==> config.mk <==
export PLATFORM = sky130hd
export DESIGN_NAME = duisr_top
export DESIGN_NICKNAME = d
export VERILOG_FILES = /design/src/hw/duisr_pkg.sv /design/src/hw/duisr_cmd_if.sv /design/src/hw/duisr_bus_sync.sv /design/src/hw/duisr_ct_ready.sv /design/src/hw/duisr_top.sv
export SDC_FILE = /design/constraint.sdc
export NUM_CORES = 1
export LEC_CHECK = 0
export ABC_AREA = 1
export BUFFER_PORTS_ARGS = -buffer_cell sky130_fd_sc_hd__clkbuf_2
export CAP_MARGIN = 25
export CORE_MARGIN = 3
export CORE_UTILIZATION = 35
export DETAILED_ROUTE_END_ITERATION = 7
export GPL_TIMING_DRIVEN = 1
export PLACE_DENSITY = 0.61
export SETUP_SLACK_MARGIN = 0.1
export SKIP_CTS_REPAIR_TIMING = 1
export SYNTH_ARGS = -nofsm -noshare
export SYNTH_HDL_FRONTEND = slang
export SYNTH_SLANG_ARGS = --single-unit
==> constraint.sdc <==
create_clock -name clock -period 2.1 [get_ports clock]
set_input_delay 0.42 -clock clock [delete_from_list [all_inputs] [get_ports clock]]
set_output_delay 0.42 -clock clock [all_outputs]
set_load 0.005 [all_outputs]
==> src/hw/duisr_pkg.sv <==
// Constants shared by the interrupt status/mask block and its helpers.
// Assumes a 4-bit register address bus and 8-bit data, one device clock.
package duisr_pkg;

  // ----------------------------------------
  // Register bus geometry
  // ----------------------------------------
  localparam int ADDR_W = 4;
  localparam int DATA_W = 8;

  // ----------------------------------------
  // Register offsets
  // ----------------------------------------
  localparam logic [3:0] ADR_INPUT_CHANGE = 4'h4;
  localparam logic [3:0] ADR_INT_STATUS = 4'h5;
  localparam logic [3:0] ADR_INT_MASK = 4'h5;
  localparam logic [3:0] ADR_CMD_A = 4'h2;
  localparam logic [3:0] ADR_CMD_B = 4'ha;
  localparam logic [3:0] ADR_CT_START = 4'he;
  localparam logic [3:0] ADR_CT_STOP = 4'hf;

  // ----------------------------------------
  // Command field in a channel command write
  // ----------------------------------------
  localparam int CMD_LSB = 4;
  localparam int CMD_W = 4;
  localparam logic [3:0] CMD_RST_BRK_CHG = 4'h5;

  // ----------------------------------------
  // Status and mask bit positions
  // ----------------------------------------
  localparam int BIT_TX_A = 0;
  localparam int BIT_RX_A = 1;
  localparam int BIT_BRK_A = 2;
  localparam int BIT_CT_RDY = 3;
  localparam int BIT_TX_B = 4;
  localparam int BIT_RX_B = 5;
  localparam int BIT_BRK_B = 6;
  localparam int BIT_IN_CHG = 7;

  localparam logic [7:0] STATUS_RST = 8'h00;
  localparam logic [7:0] MASK_RST = 8'h00;
  localparam logic [7:0] RDATA_RST = 8'h00;

  // ----------------------------------------
  // FIFO fill levels (16 entries)
  // ----------------------------------------
  localparam int CNT_W = 5;
  localparam logic [4:0] FIFO_DEPTH = 5'h10;
  localparam logic [4:0] LVL_ONE = 5'h01;
  localparam logic [4:0] LVL_QUARTER = 5'h04;
  localparam logic [4:0] LVL_HALF = 5'h08;
  localparam logic [4:0] LVL_FULL = 5'h10;
  localparam logic [1:0] SEL_LVL0 = 2'h0;
  localparam logic [1:0] SEL_LVL1 = 2'h1;
  localparam logic [1:0] SEL_LVL2 = 2'h2;

endpackage

==> src/hw/duisr_cmd_if.sv <==
// Bus events carried from the pin synchroniser into the status core.
// Assumes both ends sit on the same device clock.
`timescale 1ns/1ps
interface duisr_cmd_if;
  import duisr_pkg::*;
  logic rd_pulse;
  logic wr_pulse;
  logic rd_active;
  logic [ADDR_W-1:0] addr;
  logic [DATA_W-1:0] wdata;

  modport bus
  (
    output rd_pulse, wr_pulse, rd_active, addr, wdata
  );
  modport core
  (
    input rd_pulse, wr_pulse, rd_active, addr, wdata
  );
endinterface

==> src/hw/duisr_bus_sync.sv <==
// Host bus pin synchroniser: two flops per pin, then strobe edge pulses.
// Assumes address and data are stable while a strobe is held low.
`timescale 1ns/1ps
module duisr_bus_sync
  import duisr_pkg::*;
(
  // Clock and reset
  input wire logic clock,
  input wire logic arst_n,
  input wire logic ce,
  // Host pins
  input wire logic cs_n,
  input wire logic rd_n,
  input wire logic wr_n,
  input wire logic [ADDR_W-1:0] addr_pin,
  input wire logic [DATA_W-1:0] data_pin,
  // Events towards the core
  duisr_cmd_if.bus ev
);

  logic [2+ADDR_W+DATA_W:0] s1_q;
  logic [2+ADDR_W+DATA_W:0] s2_q;
  logic rd_prev_q;
  logic wr_prev_q;
  wire logic [2+ADDR_W+DATA_W:0] pins_raw = {cs_n, rd_n, wr_n, addr_pin, data_pin};
  wire logic cs_s_n = s2_q[2+ADDR_W+DATA_W];
  wire logic rd_s_n = s2_q[1+ADDR_W+DATA_W];
  wire logic wr_s_n = s2_q[ADDR_W+DATA_W];
  wire logic rd_now = ~cs_s_n & ~rd_s_n;
  wire logic wr_now = ~cs_s_n & ~wr_s_n;

  // ----------------------------------------
  // Two-flop synchroniser, first stage feeds only the second
  // ----------------------------------------
  always_ff @(posedge clock or negedge arst_n)
  begin
    if (!arst_n)
    begin
      s1_q <= '1;
      s2_q <= '1;
      rd_prev_q <= 1'b0;
      wr_prev_q <= 1'b0;
    end
    else if (ce)
    begin
      s1_q <= pins_raw;
      s2_q <= s1_q;
      rd_prev_q <= rd_now;
      wr_prev_q <= wr_now;
    end
  end

  // One pulse per strobe, so a long read acts once on side effects
  assign ev.rd_pulse = rd_now & ~rd_prev_q & ce;
  assign ev.wr_pulse = wr_now & ~wr_prev_q & ce;
  assign ev.rd_active = rd_prev_q;
  assign ev.addr = s2_q[ADDR_W+DATA_W-1:DATA_W];
  assign ev.wdata = s2_q[DATA_W-1:0];

endmodule

==> src/hw/duisr_ct_ready.sv <==
// Counter-ready status bit for the counter/timer.
// Assumes ct_zero pulses for one clock each time the count reaches zero.
`timescale 1ns/1ps
module duisr_ct_ready
  import duisr_pkg::*;
(
  // Clock and reset
  input wire logic clock,
  input wire logic arst_n,
  input wire logic ce,
  // Counter/timer events
  input wire logic timer_mode,
  input wire logic ct_zero,
  input wire logic start_cmd,
  input wire logic stop_cmd,
  // Status
  output logic ready_q
);

  logic phase_q;
  // Timer mode: one square-wave cycle is two zero arrivals
  wire logic set_rdy = ct_zero & (~timer_mode | phase_q);
  wire logic ready_d = set_rdy | (ready_q & ~stop_cmd);

  always_ff @(posedge clock or negedge arst_n)
  begin
    if (!arst_n)
    begin
      ready_q <= 1'b0;
      phase_q <= 1'b0;
    end
    else if (ce)
    begin
      // Set wins over a stop in the same cycle
      ready_q <= ready_d;
      // Stop leaves the phase alone so the square wave keeps its rhythm
      if (start_cmd)
        phase_q <= 1'b0;
      else if (ct_zero & timer_mode)
        phase_q <= ~phase_q;
    end
  end

  a_timer_half_skip: assert property (@(posedge clock) disable iff (!arst_n)
    ce & timer_mode & ct_zero & ~phase_q & ~start_cmd & ~ready_q |=> ~ready_q)
    else $error("ready set on first half of square wave");
  a_stop_clears_rdy: assert property (@(posedge clock) disable iff (!arst_n)
    ce & stop_cmd & ~ct_zero |=> ~ready_q)
    else $error("stop command did not clear counter ready");
  a_count_term_set: assert property (@(posedge clock) disable iff (!arst_n)
    ce & ~timer_mode & ct_zero |=> ready_q)
    else $error("terminal count did not set counter ready");

endmodule

==> src/hw/duisr_top.sv <==
// Interrupt status and mask block of a two-channel serial device.
// Assumes the host bus pins are asynchronous to clock and that all
// event and level inputs from the channels and counter/timer are
// produced on clock.
//
// Function
// - Bit 6 sets on a channel B break start or end and clears only on the B reset-break cmd.
// - Bit 2 sets on a channel A break start or end and clears only on the A reset-break cmd.
// - Bit 5 shows channel B receive level reached or B receiver watchdog timeout.
// - Bit 1 shows channel A receive level reached or A receiver watchdog timeout.
// - Bit 4 shows channel B transmit interrupt per the level chosen by mode bits 5:4.
// - Bit 0 shows channel A transmit interrupt per the level chosen by mode bits 5:4.
// - In counter mode bit 3 sets at terminal count and clears on a stop-counter cmd.
// - In timer mode bit 3 sets on every second zero arrival and clears on a stop cmd.
// - In timer mode a stop command only clears bit 3 and the timer keeps running.
// - The interrupt output asserts when any status bit and its mask bit are both one.
// - The mask never gates the status read-back or the programmable output pins.
// - Mask bits 7..0 enable the status sources at the same positions, 1 enabled.
// - Receive interrupt bits are made apart from each channel's receiver-ready bit.
// - Bit 7 sets on an enabled input change and clears when the change reg is read.
// - The interrupt output is active low and reset clears the status to zero.
`timescale 1ns/1ps
module duisr_top
  import duisr_pkg::*;
(
  // Clock and reset
  input wire logic clock,
  input wire logic arst_n,
  input wire logic ce,
  // Host bus pins
  input wire logic cs_n,
  input wire logic rd_n,
  input wire logic wr_n,
  input wire logic [ADDR_W-1:0] addr_pin,
  input wire logic [DATA_W-1:0] data_in,
  output logic [DATA_W-1:0] data_out,
  output logic data_oe,
  // Channel A receive and transmit state
  input wire logic [CNT_W-1:0] rx_a_fill,
  input wire logic [CNT_W-1:0] tx_a_fill,
  input wire logic rx_a_watchdog,
  input wire logic rx_a_break_edge,
  input wire logic [1:0] rx_a_level_sel,
  input wire logic [1:0] tx_a_level_sel,
  // Channel B receive and transmit state
  input wire logic [CNT_W-1:0] rx_b_fill,
  input wire logic [CNT_W-1:0] tx_b_fill,
  input wire logic rx_b_watchdog,
  input wire logic rx_b_break_edge,
  input wire logic [1:0] rx_b_level_sel,
  input wire logic [1:0] tx_b_level_sel,
  // Counter/timer
  input wire logic ct_timer_mode,
  input wire logic ct_zero,
  output logic ct_start_cmd,
  output logic ct_stop_cmd,
  // Input port change
  input wire logic [3:0] ip_change,
  input wire logic [3:0] ip_change_en,
  input wire logic [DATA_W-1:0] input_change_reg,
  // Interrupt and status view
  output logic irq_out_n,
  output logic rx_a_irq,
  output logic rx_b_irq,
  output logic tx_a_irq,
  output logic tx_b_irq
);

  // ----------------------------------------
  // Level functions
  // ----------------------------------------
  // Receive threshold: fill count has reached the selected level
  function automatic logic rx_level_hit(input logic [CNT_W-1:0] fill, input logic [1:0] sel);
    logic [CNT_W-1:0] lvl;
    lvl = LVL_FULL;
    case (sel)
      SEL_LVL0: lvl = LVL_ONE;
      SEL_LVL1: lvl = LVL_QUARTER;
      SEL_LVL2: lvl = LVL_HALF;
      default: lvl = LVL_FULL;
    endcase
    return (fill >= lvl);
  endfunction

  // Transmit threshold: free space has reached the selected level
  function automatic logic tx_level_hit(input logic [CNT_W-1:0] fill, input logic [1:0] sel);
    logic [CNT_W-1:0] room;
    logic [CNT_W-1:0] lvl;
    room = FIFO_DEPTH - fill;
    lvl = LVL_ONE;
    case (sel)
      SEL_LVL0: lvl = LVL_FULL;
      SEL_LVL1: lvl = LVL_HALF;
      SEL_LVL2: lvl = LVL_QUARTER;
      default: lvl = LVL_ONE;
    endcase
    return (room >= lvl);
  endfunction

  // ----------------------------------------
  // Bus events
  // ----------------------------------------
  duisr_cmd_if ev ();

  duisr_bus_sync u_sync
  (
    .clock(clock),
    .arst_n(arst_n),
    .ce(ce),
    .cs_n(cs_n),
    .rd_n(rd_n),
    .wr_n(wr_n),
    .addr_pin(addr_pin),
    .data_pin(data_in),
    .ev(ev)
  );

  wire logic [CMD_W-1:0] cmd_code = ev.wdata[CMD_LSB +: CMD_W];
  wire logic cmd_a_wr = ev.wr_pulse & (ev.addr == ADR_CMD_A);
  wire logic cmd_b_wr = ev.wr_pulse & (ev.addr == ADR_CMD_B);
  wire logic clr_brk_a = cmd_a_wr & (cmd_code == CMD_RST_BRK_CHG);
  wire logic clr_brk_b = cmd_b_wr & (cmd_code == CMD_RST_BRK_CHG);
  wire logic mask_wr = ev.wr_pulse & (ev.addr == ADR_INT_MASK);
  wire logic status_rd = ev.rd_pulse & (ev.addr == ADR_INT_STATUS);
  wire logic ipc_rd = ev.rd_pulse & (ev.addr == ADR_INPUT_CHANGE);
  wire logic start_rd = ev.rd_pulse & (ev.addr == ADR_CT_START);
  wire logic stop_rd = ev.rd_pulse & (ev.addr == ADR_CT_STOP);

  // ----------------------------------------
  // Source conditions
  // ----------------------------------------
  // Built from fill levels, not from the receiver-ready flag
  wire logic rx_a_hit = rx_level_hit(rx_a_fill, rx_a_level_sel) | rx_a_watchdog;
  wire logic rx_b_hit = rx_level_hit(rx_b_fill, rx_b_level_sel) | rx_b_watchdog;
  wire logic tx_a_hit = tx_level_hit(tx_a_fill, tx_a_level_sel);
  wire logic tx_b_hit = tx_level_hit(tx_b_fill, tx_b_level_sel);
  wire logic ipc_set = |(ip_change & ip_change_en);
  wire logic ct_rdy;

  duisr_ct_ready u_ct
  (
    .clock(clock),
    .arst_n(arst_n),
    .ce(ce),
    .timer_mode(ct_timer_mode),
    .ct_zero(ct_zero),
    .start_cmd(start_rd),
    .stop_cmd(stop_rd),
    .ready_q(ct_rdy)
  );

  // ----------------------------------------
  // Status and mask registers
  // ----------------------------------------
  logic [7:0] status_q;
  logic [7:0] status_d;
  logic [7:0] mask_q;
  logic [DATA_W-1:0] rdata_q;

  always_comb
  begin
    status_d = status_q;
    status_d[BIT_TX_A] = tx_a_hit;
    status_d[BIT_RX_A] = rx_a_hit;
    status_d[BIT_TX_B] = tx_b_hit;
    status_d[BIT_RX_B] = rx_b_hit;
    // Sticky bits: a new event wins over a clear in the same cycle
    status_d[BIT_BRK_A] = rx_a_break_edge | (status_q[BIT_BRK_A] & ~clr_brk_a);
    status_d[BIT_BRK_B] = rx_b_break_edge | (status_q[BIT_BRK_B] & ~clr_brk_b);
    status_d[BIT_CT_RDY] = ct_rdy;
    status_d[BIT_IN_CHG] = ipc_set | (status_q[BIT_IN_CHG] & ~ipc_rd);
  end

  // Reads return the unmasked status, mask is write-only
  wire logic [DATA_W-1:0] rd_mux =
    (ev.addr == ADR_INT_STATUS) ? status_q :
    (ev.addr == ADR_INPUT_CHANGE) ? input_change_reg : RDATA_RST;

  always_ff @(posedge clock or negedge arst_n)
  begin
    if (!arst_n)
    begin
      status_q <= STATUS_RST;
      mask_q <= MASK_RST;
      rdata_q <= RDATA_RST;
    end
    else if (ce)
    begin
      status_q <= status_d;
      if (mask_wr)
        mask_q <= ev.wdata;
      if (ev.rd_pulse)
        rdata_q <= rd_mux;
    end
  end

  // ----------------------------------------
  // Outputs
  // ----------------------------------------
  // Combinational from flops so a mask write takes effect at once
  assign irq_out_n = ~|(status_q & mask_q);
  assign data_out = rdata_q;
  assign data_oe = ev.rd_active;
  assign ct_start_cmd = start_rd;
  // The timer must keep running, so stop reaches it only in counter mode
  assign ct_stop_cmd = stop_rd & ~ct_timer_mode;
  // Unmasked copies for the programmable output pins
  assign rx_a_irq = status_q[BIT_RX_A];
  assign rx_b_irq = status_q[BIT_RX_B];
  assign tx_a_irq = status_q[BIT_TX_A];
  assign tx_b_irq = status_q[BIT_TX_B];

  // ----------------------------------------
  // Assertions
  // ----------------------------------------
  a_brk_b_sticky: assert property (@(posedge clock) disable iff (!arst_n)
    status_q[BIT_BRK_B] & ~(ce & clr_brk_b) |=> status_q[BIT_BRK_B])
    else $error("break B status dropped without its command");
  a_brk_b_set: assert property (@(posedge clock) disable iff (!arst_n)
    ce & rx_b_break_edge |=> status_q[BIT_BRK_B])
    else $error("break B edge not recorded");
  a_brk_a_clear: assert property (@(posedge clock) disable iff (!arst_n)
    ce & clr_brk_a & ~rx_a_break_edge |=> ~status_q[BIT_BRK_A])
    else $error("break A status not cleared by command");
  a_rx_b_track: assert property (@(posedge clock) disable iff (!arst_n)
    ce & rx_b_watchdog |=> status_q[BIT_RX_B])
    else $error("receive B watchdog not shown");
  a_rx_a_track: assert property (@(posedge clock) disable iff (!arst_n)
    ce |=> status_q[BIT_RX_A] == $past(rx_a_hit))
    else $error("receive A status does not follow its source");
  a_tx_level_view: assert property (@(posedge clock) disable iff (!arst_n)
    ce & (tx_b_fill == '0) |=> status_q[BIT_TX_B])
    else $error("empty transmit B fifo not interrupting");
  a_tx_a_track: assert property (@(posedge clock) disable iff (!arst_n)
    ce |=> tx_a_irq == $past(tx_a_hit))
    else $error("transmit A status does not follow its source");
  a_stop_timer_runs: assert property (@(posedge clock) disable iff (!arst_n)
    stop_rd & ct_timer_mode |-> ~ct_stop_cmd)
    else $error("stop command reached a running timer");
  a_irq_gate_on: assert property (@(posedge clock) disable iff (!arst_n)
    ce & mask_wr & |(ev.wdata & status_d) |=> ~irq_out_n)
    else $error("enabled pending source not interrupting");
  a_irq_masked_off: assert property (@(posedge clock) disable iff (!arst_n)
    ce & mask_wr & (ev.wdata == '0) |=> irq_out_n [*2])
    else $error("interrupt asserted with all sources masked");
  a_read_unmasked: assert property (@(posedge clock) disable iff (!arst_n)
    ce & status_rd |=> data_out == $past(status_q) && data_oe)
    else $error("status read-back differs from true status");
  a_ipc_read_clear: assert property (@(posedge clock) disable iff (!arst_n)
    ce & ipc_rd & ~ipc_set |=> ~status_q[BIT_IN_CHG])
    else $error("input change status not cleared by read");

  // ----------------------------------------
  // Source and sticky-bit assertions
  // ----------------------------------------
  // Fill extremes give level expectations that need no threshold decode
  a_brk_a_sticky: assert property (@(posedge clock) disable iff (!arst_n)
    status_q[BIT_BRK_A] & ~clr_brk_a |=> status_q[BIT_BRK_A])
    else $error("break A status dropped without its command");
  a_brk_a_set: assert property (@(posedge clock) disable iff (!arst_n)
    ce & rx_a_break_edge |=> status_q[BIT_BRK_A])
    else $error("break A edge not recorded");
  a_brk_b_clear: assert property (@(posedge clock) disable iff (!arst_n)
    ce & clr_brk_b & ~rx_b_break_edge |=> ~status_q[BIT_BRK_B])
    else $error("break B status not cleared by command");
  a_rx_a_full: assert property (@(posedge clock) disable iff (!arst_n)
    ce & (rx_a_fill >= LVL_FULL) |=> rx_a_irq)
    else $error("full receive A fifo not interrupting");
  a_rx_a_empty: assert property (@(posedge clock) disable iff (!arst_n)
    ce & (rx_a_fill == '0) & ~rx_a_watchdog |=> ~status_q[BIT_RX_A])
    else $error("empty receive A fifo interrupting");
  a_rx_b_full: assert property (@(posedge clock) disable iff (!arst_n)
    ce & (rx_b_fill >= LVL_FULL) |=> rx_b_irq)
    else $error("full receive B fifo not interrupting");
  a_rx_b_empty: assert property (@(posedge clock) disable iff (!arst_n)
    ce & (rx_b_fill == '0) & ~rx_b_watchdog |=> ~status_q[BIT_RX_B])
    else $error("empty receive B fifo interrupting");
  a_tx_a_full: assert property (@(posedge clock) disable iff (!arst_n)
    ce & (tx_a_fill == FIFO_DEPTH) |=> ~status_q[BIT_TX_A])
    else $error("full transmit A fifo interrupting");
  a_tx_a_empty: assert property (@(posedge clock) disable iff (!arst_n)
    ce & (tx_a_fill == '0) |=> tx_a_irq)
    else $error("empty transmit A fifo not interrupting");
  a_tx_b_full: assert property (@(posedge clock) disable iff (!arst_n)
    ce & (tx_b_fill == FIFO_DEPTH) |=> ~tx_b_irq)
    else $error("full transmit B fifo interrupting");
  a_ipc_set: assert property (@(posedge clock) disable iff (!arst_n)
    ce & ipc_set |=> status_q[BIT_IN_CHG])
    else $error("enabled input change not recorded");
  a_ipc_sticky: assert property (@(posedge clock) disable iff (!arst_n)
    status_q[BIT_IN_CHG] & ~ipc_rd |=> status_q[BIT_IN_CHG])
    else $error("input change status dropped without a read");

  // Bus side effects
  a_mask_write_lands: assert property (@(posedge clock) disable iff (!arst_n)
    ce & mask_wr |=> mask_q == $past(ev.wdata))
    else $error("mask write did not land");
  a_stop_clear_view: assert property (@(posedge clock) disable iff (!arst_n)
    ce & stop_rd & ~ct_zero ##1 ce |=> ~status_q[BIT_CT_RDY])
    else $error("stop command did not clear counter ready status");
  a_read_drives_bus: assert property (@(posedge clock) disable iff (!arst_n)
    ev.rd_pulse |=> data_oe)
    else $error("read strobe did not drive the data bus");
  a_start_one_pulse: assert property (@(posedge clock) disable iff (!arst_n)
    ct_start_cmd |=> ~ct_start_cmd)
    else $error("start command longer than one cycle");

endmodule

==> metrics.cfg, run 1 <==
[layout]
fill_cells = 913
layout.nets = 595
multi_input_area_um2 = 1530
final_core_util_pct = 45.2
area_delta_synth_final_pct = 24.3
n_antenna_cell = 0
instances_no_fill = 622
seq_area_um2 = 1490
drive_above_1_share_pct = 29.8

[sta]
rsz0062_at_grt = no
fmax_mhz = 544
finClkSkew_ns = 0.00571
hold_viol_final = 0
relSlewSlack_pct = 74.0
tns_ns = 0
maxSlewViolCount = 0
worst_pin_slew_ns = 0.389
period_needed_ns = 1.84
finalSetupViolCount = 0
fin_crit_sh_pct = 87.5

[floorplanning]
io_pins = 84
die_w_um = 102
fp.dieArea_um2 = 10400
initial_utilization_pct = 36.4
die_h_um = 102
core-area_um2 = 8850
rows = 34

[critical_path]
path_delay_family = flip-flops
r2r_start = u_sync.s2_q[10]$_DFFE_PN1P_
r2r_cells = 6
cp_max_fo = 5
ff2ff_setup_slack_ns = 0.61
crit_start = u_sync.s2_q[11]$_DFFE_PN1P_
reg2reg_to = mask_q[7]$_DFFE_PN0P_
critPathArrivalTime_ns = 1.42
worstSetupPathType = reg2out
critPathCaptureType = output port
start_kind = register
crit_path_cell_trace = nand3_1, nor2_1, nand2_1, nor2_1, clkbuf_2
cp.required_ns = 1.68
crit_buf_inv = 1
cp_slowest_stage_delay_ns = 0.58
cp_slowest_cell = dfstp_2
crit_path_frequent_cell = nor2_1

[synthesis]
synth_area_per_cell_um2 = 7.74
synth-seq-cells = 58
yosysTopAreaCellShare_pct = 24.5
yosysUniqueCellTypes = 28
synthCells = 416
ys.warnings.count = 0
synth_top_area_cell = dfstp_2
synth.area.top_cells = dfstp_2, dfrtp_1, nand2_1, ha_1, inv_1
ys_seq_area_share_pct = 46.2
syn-num-nets = 502
synth_area_um2 = 3220

[detailed_routing]
drc = 0
ant_nets = 0
wire_per_inst_um = 11.7
vias = 2798
wirelength_mm = 7.27
first_pass_iters = 4
vias_per_cell = 4.50
drtIter0Drc = 98

[status]
outcome = finished clean

[global_route]
grt_max_degree = 59
grt_use_total_pct = 15.0
grt_pass1_wl_mm = 12.4
grt_pass1_vias = 2841
grt_antenna_before_repair = 0
grt-ovfl-total = 0

[pwr]
powerDensity_nw_per_um2 = 760
leakage_nw = 2.21
finalPower_mw = 3.04
ir_drop_uv = 327

[cts]
insertion_delay_ns = 0.34
cts_made_buffers = 9
clock_sinks = 58
htree_num_levels = 3
clk_pin_slew_ns = 0.06
cts_buffer_depth = 2
cts_tree = built
clockRootBuffer = clkbuf_8

[place]
port-buffer-count = 83
detailed_place_hpwl_mm = 5.62
dp_cells = 604
gp_congestion = 0.790

[run]
maxCapViolCount = 0

[worst_hold_path]
hp-class = in2async

==> worst register-to-register path, cell delays in order, from the launching register on <==
cell	delay (ns)
dfstp_2	0.55
inv_2	0.06
nor2_4	0.31
nand2_4	0.17
nor2_8	0.20
nand2_1	0.08
nand2_1	0.07
==> Yosys cell counts <==
library cell  instances
a21oi_1               4
buf_2                 4
buf_4                 1
buf_6                 1
clkbuf_1              3
dfrtp_1              28
dfstp_2              30
ha_1                 18
inv_1                36
inv_2                 4
nand2_1             184
nand2_4               1
nand3_1              24
nand3_2               1
nand3_4               1
nand3b_1              2
nand4_1               2
nand4_2               1
nor2_1               29
nor2_2                1
nor2_4                2
nor2_8                2
nor3_1                3
o21ai_0              22
o21ai_1               1
o21ai_2               1
or2_2                 3
xnor2_1               7
==> cells by family (layout without fill, tap and decap cells) <==
kind of cell	after synthesis	after routing	share of synthesized area, %
XOR/XNOR	7	7	1.90
flip-flops	58	58	46.2
adder cells (fa/ha/maj)	18	18	6.99
AO/OA/AOI/OAI	28	28	4.47
AND/OR/NAND/NOR	256	256	34.2
buffers and inverters	49	147	6.22
==> layout make-up <==
type | count | area share [%]
Multi-Input combinational cell | 309 | 38.3
Sequential cell | 58 | 37.2
Timing Repair Buffer | 91 | 12.2
Clock buffer | 13 | 4.78
Inverter | 40 | 3.75
Tap cell | 108 | 3.38
Clock inverter | 3 | 0.438
==> flip-flops by register name (all words and copies together) (netlist names) <==
signal and flops:
u_sync.s1_q 15, u_sync.s2_q 15, data_out 8, mask_q 8, status_q 8, u_ct.phase_q 1
u_ct.ready_q 1, u_sync.ev.rd_active 1, u_sync.wr_prev_q 1
==> how the worst max path moves through the flow <==
stage,end,slack [ns],cells past startpoint
CTS,ct_start_cmd,0.11,5
global route,ct_start_cmd,0.13,5
finish,ct_stop_cmd,0.26,5
global placement,status_q[0]$_DFFE_PN0P_,0.42,10
floorplan,status_q[0]$_DFFE_PN0P_,0.56,9
detailed placement,status_q[0]$_DFFE_PN0P_,0.34,10
==> placed cells by master, fill, tap and decap left out, types with 3 or more instances in the layout <==
cell / netlist / final
nand2_1: 184 / 184
clkbuf_2: 0 / 83
inv_1: 36 / 36
dfstp_2: 30 / 30
nor2_1: 29 / 29
dfrtp_1: 28 / 28
nand3_1: 24 / 24
o21ai_0: 22 / 22
ha_1: 18 / 18
clkbuf_8: 0 / 10
xnor2_1: 7 / 7
buf_4: 1 / 7
inv_2: 4 / 4
a21oi_1: 4 / 4
or2_2: 3 / 3
nor3_1: 3 / 3
==> power by group <==
group / leakage, nW / switching, mW / total, mW / internal, mW
clock: 0.106 / 0.445 / 1.05 / 0.600
combinational: 1.45 / 0.340 / 0.594 / 0.254
sequential: 0.653 / 0.0935 / 1.40 / 1.31
==> metal layers <==
metal	GRT usage [%]	up-vias	part of all wire (%)	routed length, µm
li1	-	1485	-	-
met1	18.9	1237	46	3350
met2	25.2	63	48	3460
met3	3.48	13	4.7	338
met4	5.55	0	1.6	119
met5	0	-	0	0
==> per-stage QoR <==
| step | hold WS, ns | cell area, µm² | setup WS, ns |
|---|---|---|---|
| final | 0.0868 | 4000 | 0.262 |
| after global routing | 0.0989 | 4000 | 0.128 |
| after CTS | 0.0849 | 3990 | 0.110 |
| after detailed placement | 0.453 | 3780 | 0.343 |
| after global placement | 0.452 | 3780 | 0.422 |
| after floorplan | 0.124 | 3220 | 0.559 |
Note: power is estimated with default switching activity, not from simulation.
==> run 2, diff against run 1 <==
GPL_TIMING_DRIVEN = 0   (was 1)
==> run 2 against run 1 <==
Net effect:
- worst hold slack better by 0.11 ns
- final area down 1.1%
- core utilization down 0.48 points
- critical endpoint is now ct_start_cmd
- largest power group unchanged
==> metrics.cfg, run 2 (synthesis results as in run 1) <==
[layout]
area_delta_synth_final_pct = 23.0
n_antenna_cell = 0
mostFrequentLayoutCells = nand2_1, clkbuf_2, inv_1, dfstp_2, nor2_1
final_common_cell = nand2_1
drive_above_1_share_pct = 28.9
top_regs = u_sync.s1_q x15, u_sync.s2_q x15
layout.nets = 596
multi_input_area_um2 = 1540
fill_cells = 931
seq_area_um2 = 1490

[sta]
period_needed_ns = 1.93
worst_pin_slew_ns = 0.785
tns_ns = 0
finClkSkew_ns = 0.00965
finalSetupViolCount = 0
holdWs_ns = 0.192
fin_crit_sh_pct = 91.9
fmax_mhz = 518
relSlewSlack_pct = 47.7
maxSlewViolCount = 0
rsz0062_at_grt = yes
hold_viol_final = 0

[detailed_routing]
first_pass_iters = 4
ant_nets = 0
wirelength_mm = 7.40
vias = 2824
vias_per_cell = 4.53
wire_per_inst_um = 11.9
drtIter0Drc = 120
drc = 0

[pwr]
leakage_nw = 2.19
powerDensity_nw_per_um2 = 738
ir_drop_uv = 364

[cts]
insertion_delay_ns = 0.34
htree_num_levels = 3
cts_tree = built
cts_buffer_depth = 2
cts_made_buffers = 9
clockRootBuffer = clkbuf_8
clock_sinks = 58
clk_pin_slew_ns = 0.07

[place]
gp_congestion = 0.772
port-buffer-count = 82
detailed_place_hpwl_mm = 5.70

[run]
maxCapViolCount = 0

[critical_path]
start_kind = register
worstSetupPathType = reg2out
critPathArrivalTime_ns = 1.51
cp.required_ns = 1.68
critPathCaptureType = output port
cp_max_fo = 4

[floorplanning]
die_h_um = 102
die_w_um = 102
core-area_um2 = 8850
io_pins = 84
fp.dieArea_um2 = 10400
rows = 34
initial_utilization_pct = 36.4

[global_route]
grt_use_total_pct = 15.4
grt-ovfl-total = 0
grt_max_degree = 59
grt_pass1_vias = 2817
grt_antenna_before_repair = 0
grt_pass1_wl_mm = 12.5

[worst_hold_path]
hp-class = in2async

[status]
outcome = finished clean

run 2: changes by cell type in the layout (fill, tap and decap cells not counted):
cell,before,now
buf_12,1,0
buf_2,0,4
buf_4,7,2
buf_6,0,1
clkbuf_1,1,6
clkbuf_16,2,1
clkbuf_2,83,81
clkbuf_4,0,1
clkbuf_8,10,9
clkinv_2,2,3
clkinvlp_4,1,0
nand4_2,1,0
nand4_4,0,1
run 2: metrics by stage:
step | area [µm²] | utilization (%) | setup slack (ns) | total power, mW | cells
2_1_floorplan | 3220 | - | 0.559 | 1.77 | 416
3_3_place_gp | 3770 | 42.6 | 0.362 | 1.99 | 606
3_5_place_dp | 3770 | 42.6 | 0.338 | 2.02 | 606
4_1_cts | 3940 | 44.6 | 0.0972 | 2.96 | 622
5_1_grt | 3960 | 44.8 | 0.0642 | 3.13 | 623
6_report | 3960 | 44.8 | 0.170 | 2.92 | 623
run 2: worst max-delay path: stages, from the launching register on:
cell and delay, ns:
dfstp_2 0.62, inv_2 0.06, nor2_1 0.12, nand3_1 0.08, nor2_1 0.16, clkbuf_2 0.14
run 2: power breakdown:
part	total, mW	switching, mW	internal [mW]
registers	1.40	0.0972	1.31
logic	0.589	0.340	0.249
clock network	0.927	0.432	0.495
total	2.92	0.869	2.05
run 2: layout make-up:
cell class | count | area share, %
buffer | 9 | 1.26
clock buffer | 13 | 4.04
clock inverter | 3 | 0.379
inverter | 40 | 3.79
multi-input combinational | 309 | 38.9
sequential | 58 | 37.6
tap | 108 | 3.41
timing repair buffer | 83 | 10.6
run 2: per-layer routing:
layer / global-route usage (%) / vias to the layer above / routed length [µm]
met5: 0 / - / 0
met1: 19.5 / 1266 / 3450
li1: - / 1487 / -
met2: 25.3 / 64 / 3510
met3: 4.30 / 7 / 353
met4: 5.55 / 0 / 80
run 2: final timing paths:
kind	from	endpoint	cells after the start	slack, ns
max reg2reg	u_sync.s2_q[10]$_DFFE_PN1P_	mask_q[1]$_DFFE_PN0P_	6	0.71
min	arst_n	u_sync.wr_prev_q$_DFFE_PN0P_	1	0.19
max in group asynchronous	arst_n	data_out[7]$_DFFE_PN0P_	1	1.40
max	u_sync.s2_q[9]$_DFFE_PN1P_	ct_start_cmd	5	0.17
min in group clock	data_in[5]	u_sync.s1_q[5]$_DFFE_PN1P_	3	0.26
min reg2reg	u_sync.s1_q[4]$_DFFE_PN1P_	u_sync.s2_q[4]$_DFFE_PN1P_	2	0.46
==> run 3, diff against run 2 <==
ABC_AREA = unset   (was 1)
CORE_UTILIZATION = 56   (was 35)
PLACE_DENSITY = 0.89   (was 0.61)
==> run 3 against run 2 <==
Net effect:
- sequential share of layout area is 2.2 points higher
- clock skew grew 0.0030 ns
- largest power group unchanged
- register-to-register slack worse by 0.23 ns
- sequential power up 7%
- final cell count fell by 33%
- count of clock-buffer cells in the layout stayed put
- via count down 18%
==> metrics.cfg, run 3 <==
[status]
outcome = finished clean

[sta]
fin_crit_sh_pct = 91.5
rsz0062_at_grt = yes
tns_ns = 0
finalSetupViolCount = 0
period_needed_ns = 1.92
maxSlewViolCount = 0
worst_pin_slew_ns = 0.712
finClkSkew_ns = 0.0126
hold_viol_final = 0
fmax_mhz = 521
relSlewSlack_pct = 52.5

[layout]
multi_input_area_um2 = 1470
stdcell_area_um2 = 3740
top_regs = u_sync.s1_q x15, u_sync.s2_q x15
drive_above_1_share_pct = 52.4
n_antenna_cell = 0
layout.nets = 428
final_core_util_pct = 72.3
seq_area_um2 = 1490
mostFrequentLayoutCells = clkbuf_2, mux2_2, dfstp_2, dfrtp_1, ha_1
fill_cells = 349
area_delta_synth_final_pct = 24.1
final_common_cell = clkbuf_2

[synthesis]
yosysUniqueCellTypes = 38
synth.area.top_cells = dfstp_2, dfrtp_1, mux2_2, ha_1, mux2i_1
yosysTopAreaCellShare_pct = 26.2
synth-edff-count = 0
syn-num-nets = 331
ys_seq_area_share_pct = 49.4
synth-seq-cells = 58
ys_async_sr_fraction_pct = 100
synthCells = 245
yosysMostFrequentCell = mux2_2
synth_area_per_cell_um2 = 12.3
synth_area_um2 = 3010
ys_top_cells_by_count = mux2_2, dfstp_2, dfrtp_1
ys.warnings.count = 0
ys.flop_type = dfstp_2
synth_top_area_cell = dfstp_2

[detailed_routing]
wire_per_inst_um = 15.1
met1_length_mm = 2.72
dr_wl_met3_um = 358
wl_met2_mm = 3.06
drc = 0
vias = 2311
ant_nets = 0
top_layer_used = met4
first_pass_iters = 5
vias_per_cell = 5.54
wirelength_mm = 6.29
drtIter0Drc = 68

[critical_path]
critPathCaptureType = output port
cp_max_fo = 6
critPathArrivalTime_ns = 1.50
start_kind = register
cp.required_ns = 1.68
worstSetupPathType = reg2out

[floorplanning]
io_pins = 84
die_w_um = 79.4
die_h_um = 79.4
fp.dieArea_um2 = 6300
rows = 26
initial_utilization_pct = 58.3
core-area_um2 = 5170

[cts]
clk_pin_slew_ns = 0.06
clockRootBuffer = clkbuf_8
insertion_delay_ns = 0.34
cts_buffer_depth = 2
clock_sinks = 58
cts_tree = built
cts_made_buffers = 9
htree_num_levels = 3

[pwr]
leakage_nw = 1.75
powerDensity_nw_per_um2 = 800
ir_drop_uv = 629

[place]
dpl_cell_area_um2 = 3530
gp_congestion = 0.813
detailed_place_hpwl_mm = 4.69
port-buffer-count = 82

[global_route]
grt_antenna_before_repair = 0
grt_max_degree = 31
grt-ovfl-total = 0
grt_use_total_pct = 21.1
grt_pass1_vias = 2268
grt_pass1_wl_mm = 10.2

[worst_hold_path]
hp-class = in2async

[run]
maxCapViolCount = 0

-- run 3: cell count changes in the layout (fill, tap and decap cells not counted), moves of 4 or more --
| cell | change |
|---|---|
| nand2_1 | -172 |
| mux2_2 | +41 |
| inv_1 | -30 |
| nand3_1 | -22 |
| nor2_1 | -17 |
| o21ai_0 | -11 |
| nand2b_1 | +9 |
| mux2i_1 | +8 |
| nor4b_1 | +8 |
| a22oi_1 | +6 |
| nor3b_1 | +6 |
| inv_2 | -4 |
| o21a_1 | +4 |
-- run 3: cells by family after synthesis --
family / after synthesis / synth area share (%)
AND/OR/NAND/NOR: 70 / 15.0
flip-flops: 58 / 49.4
multiplexers: 49 / 18.0
AO/OA/AOI/OAI: 29 / 6.10
adder cells (fa/ha/maj): 18 / 7.47
buffers and inverters: 14 / 1.99
XOR/XNOR: 7 / 2.03
-- run 3: worst max-delay path, stage by stage (launching register included) --
cell and delay, ns:
dfstp_2 0.41, nor4b_4 0.36, and4b_1 0.28, clkbuf_2 0.12
-- run 3: layout make-up --
type                       count  share of cell area [%]
sequential                    58                    39.8
multi-input combinational    173                    39.4
timing repair buffer          86                    12.1
clock buffer                  13                    4.25
tap                           70                    2.34
buffer                         8                    1.07
inverter                       6                   0.602
clock inverter                 3                   0.401
-- run 3: path summary, 6_finish.rpt --
kind	to	start	depth (start not counted)	slack, ns
worst max-delay path	ct_start_cmd	u_sync.s2_q[14]$_DFFE_PN1P_	3	0.18
worst min-delay path	u_sync.wr_prev_q$_DFFE_PN0P_	arst_n	1	0.13
worst max register to register	mask_q[4]$_DFFE_PN0P_	u_sync.s2_q[14]$_DFFE_PN1P_	4	0.48
worst min register to register	data_out[3]$_DFFE_PN0P_	data_out[3]$_DFFE_PN0P_	2	0.48
max in group asynchronous	u_sync.s2_q[10]$_DFFE_PN1P_	arst_n	2	1.29
min in group clock	u_sync.s1_q[4]$_DFFE_PN1P_	data_in[4]	2	0.32
-- run 3: power breakdown --
| group | internal (mW) | total (mW) | switching [mW] | leakage (nW) |
|---|---|---|---|---|
| combinational | 0.338 | 0.597 | 0.259 | 0.999 |
| clock | 0.487 | 0.898 | 0.411 | 0.0932 |
| sequential | 1.35 | 1.50 | 0.141 | 0.657 |
| total | 2.18 | 2.99 | 0.812 | 1.75 |
-- run 3: metal layers --
layer | vias to the layer above | track usage (%)
met4 | 0 | 7.73
met3 | 15 | 6.24
met5 | - | 0
li1 | 1087 | -
met2 | 81 | 34.8
met1 | 1128 | 26.2
-- run 3: metrics by stage --
stage / setup slack [ns] / std cells / total power, mW / hold WS [ns]
6_report: 0.179 / 417 / 2.99 / 0.132
3_5_place_dp: 0.182 / 398 / 2.09 / 0.471
5_1_grt: 0.0829 / 417 / 3.16 / 0.169
3_3_place_gp: 0.270 / 397 / 2.05 / 0.462
2_1_floorplan: 0.483 / 245 / 1.82 / 0.124
4_1_cts: 0.00889 / 414 / 3.00 / 0.143
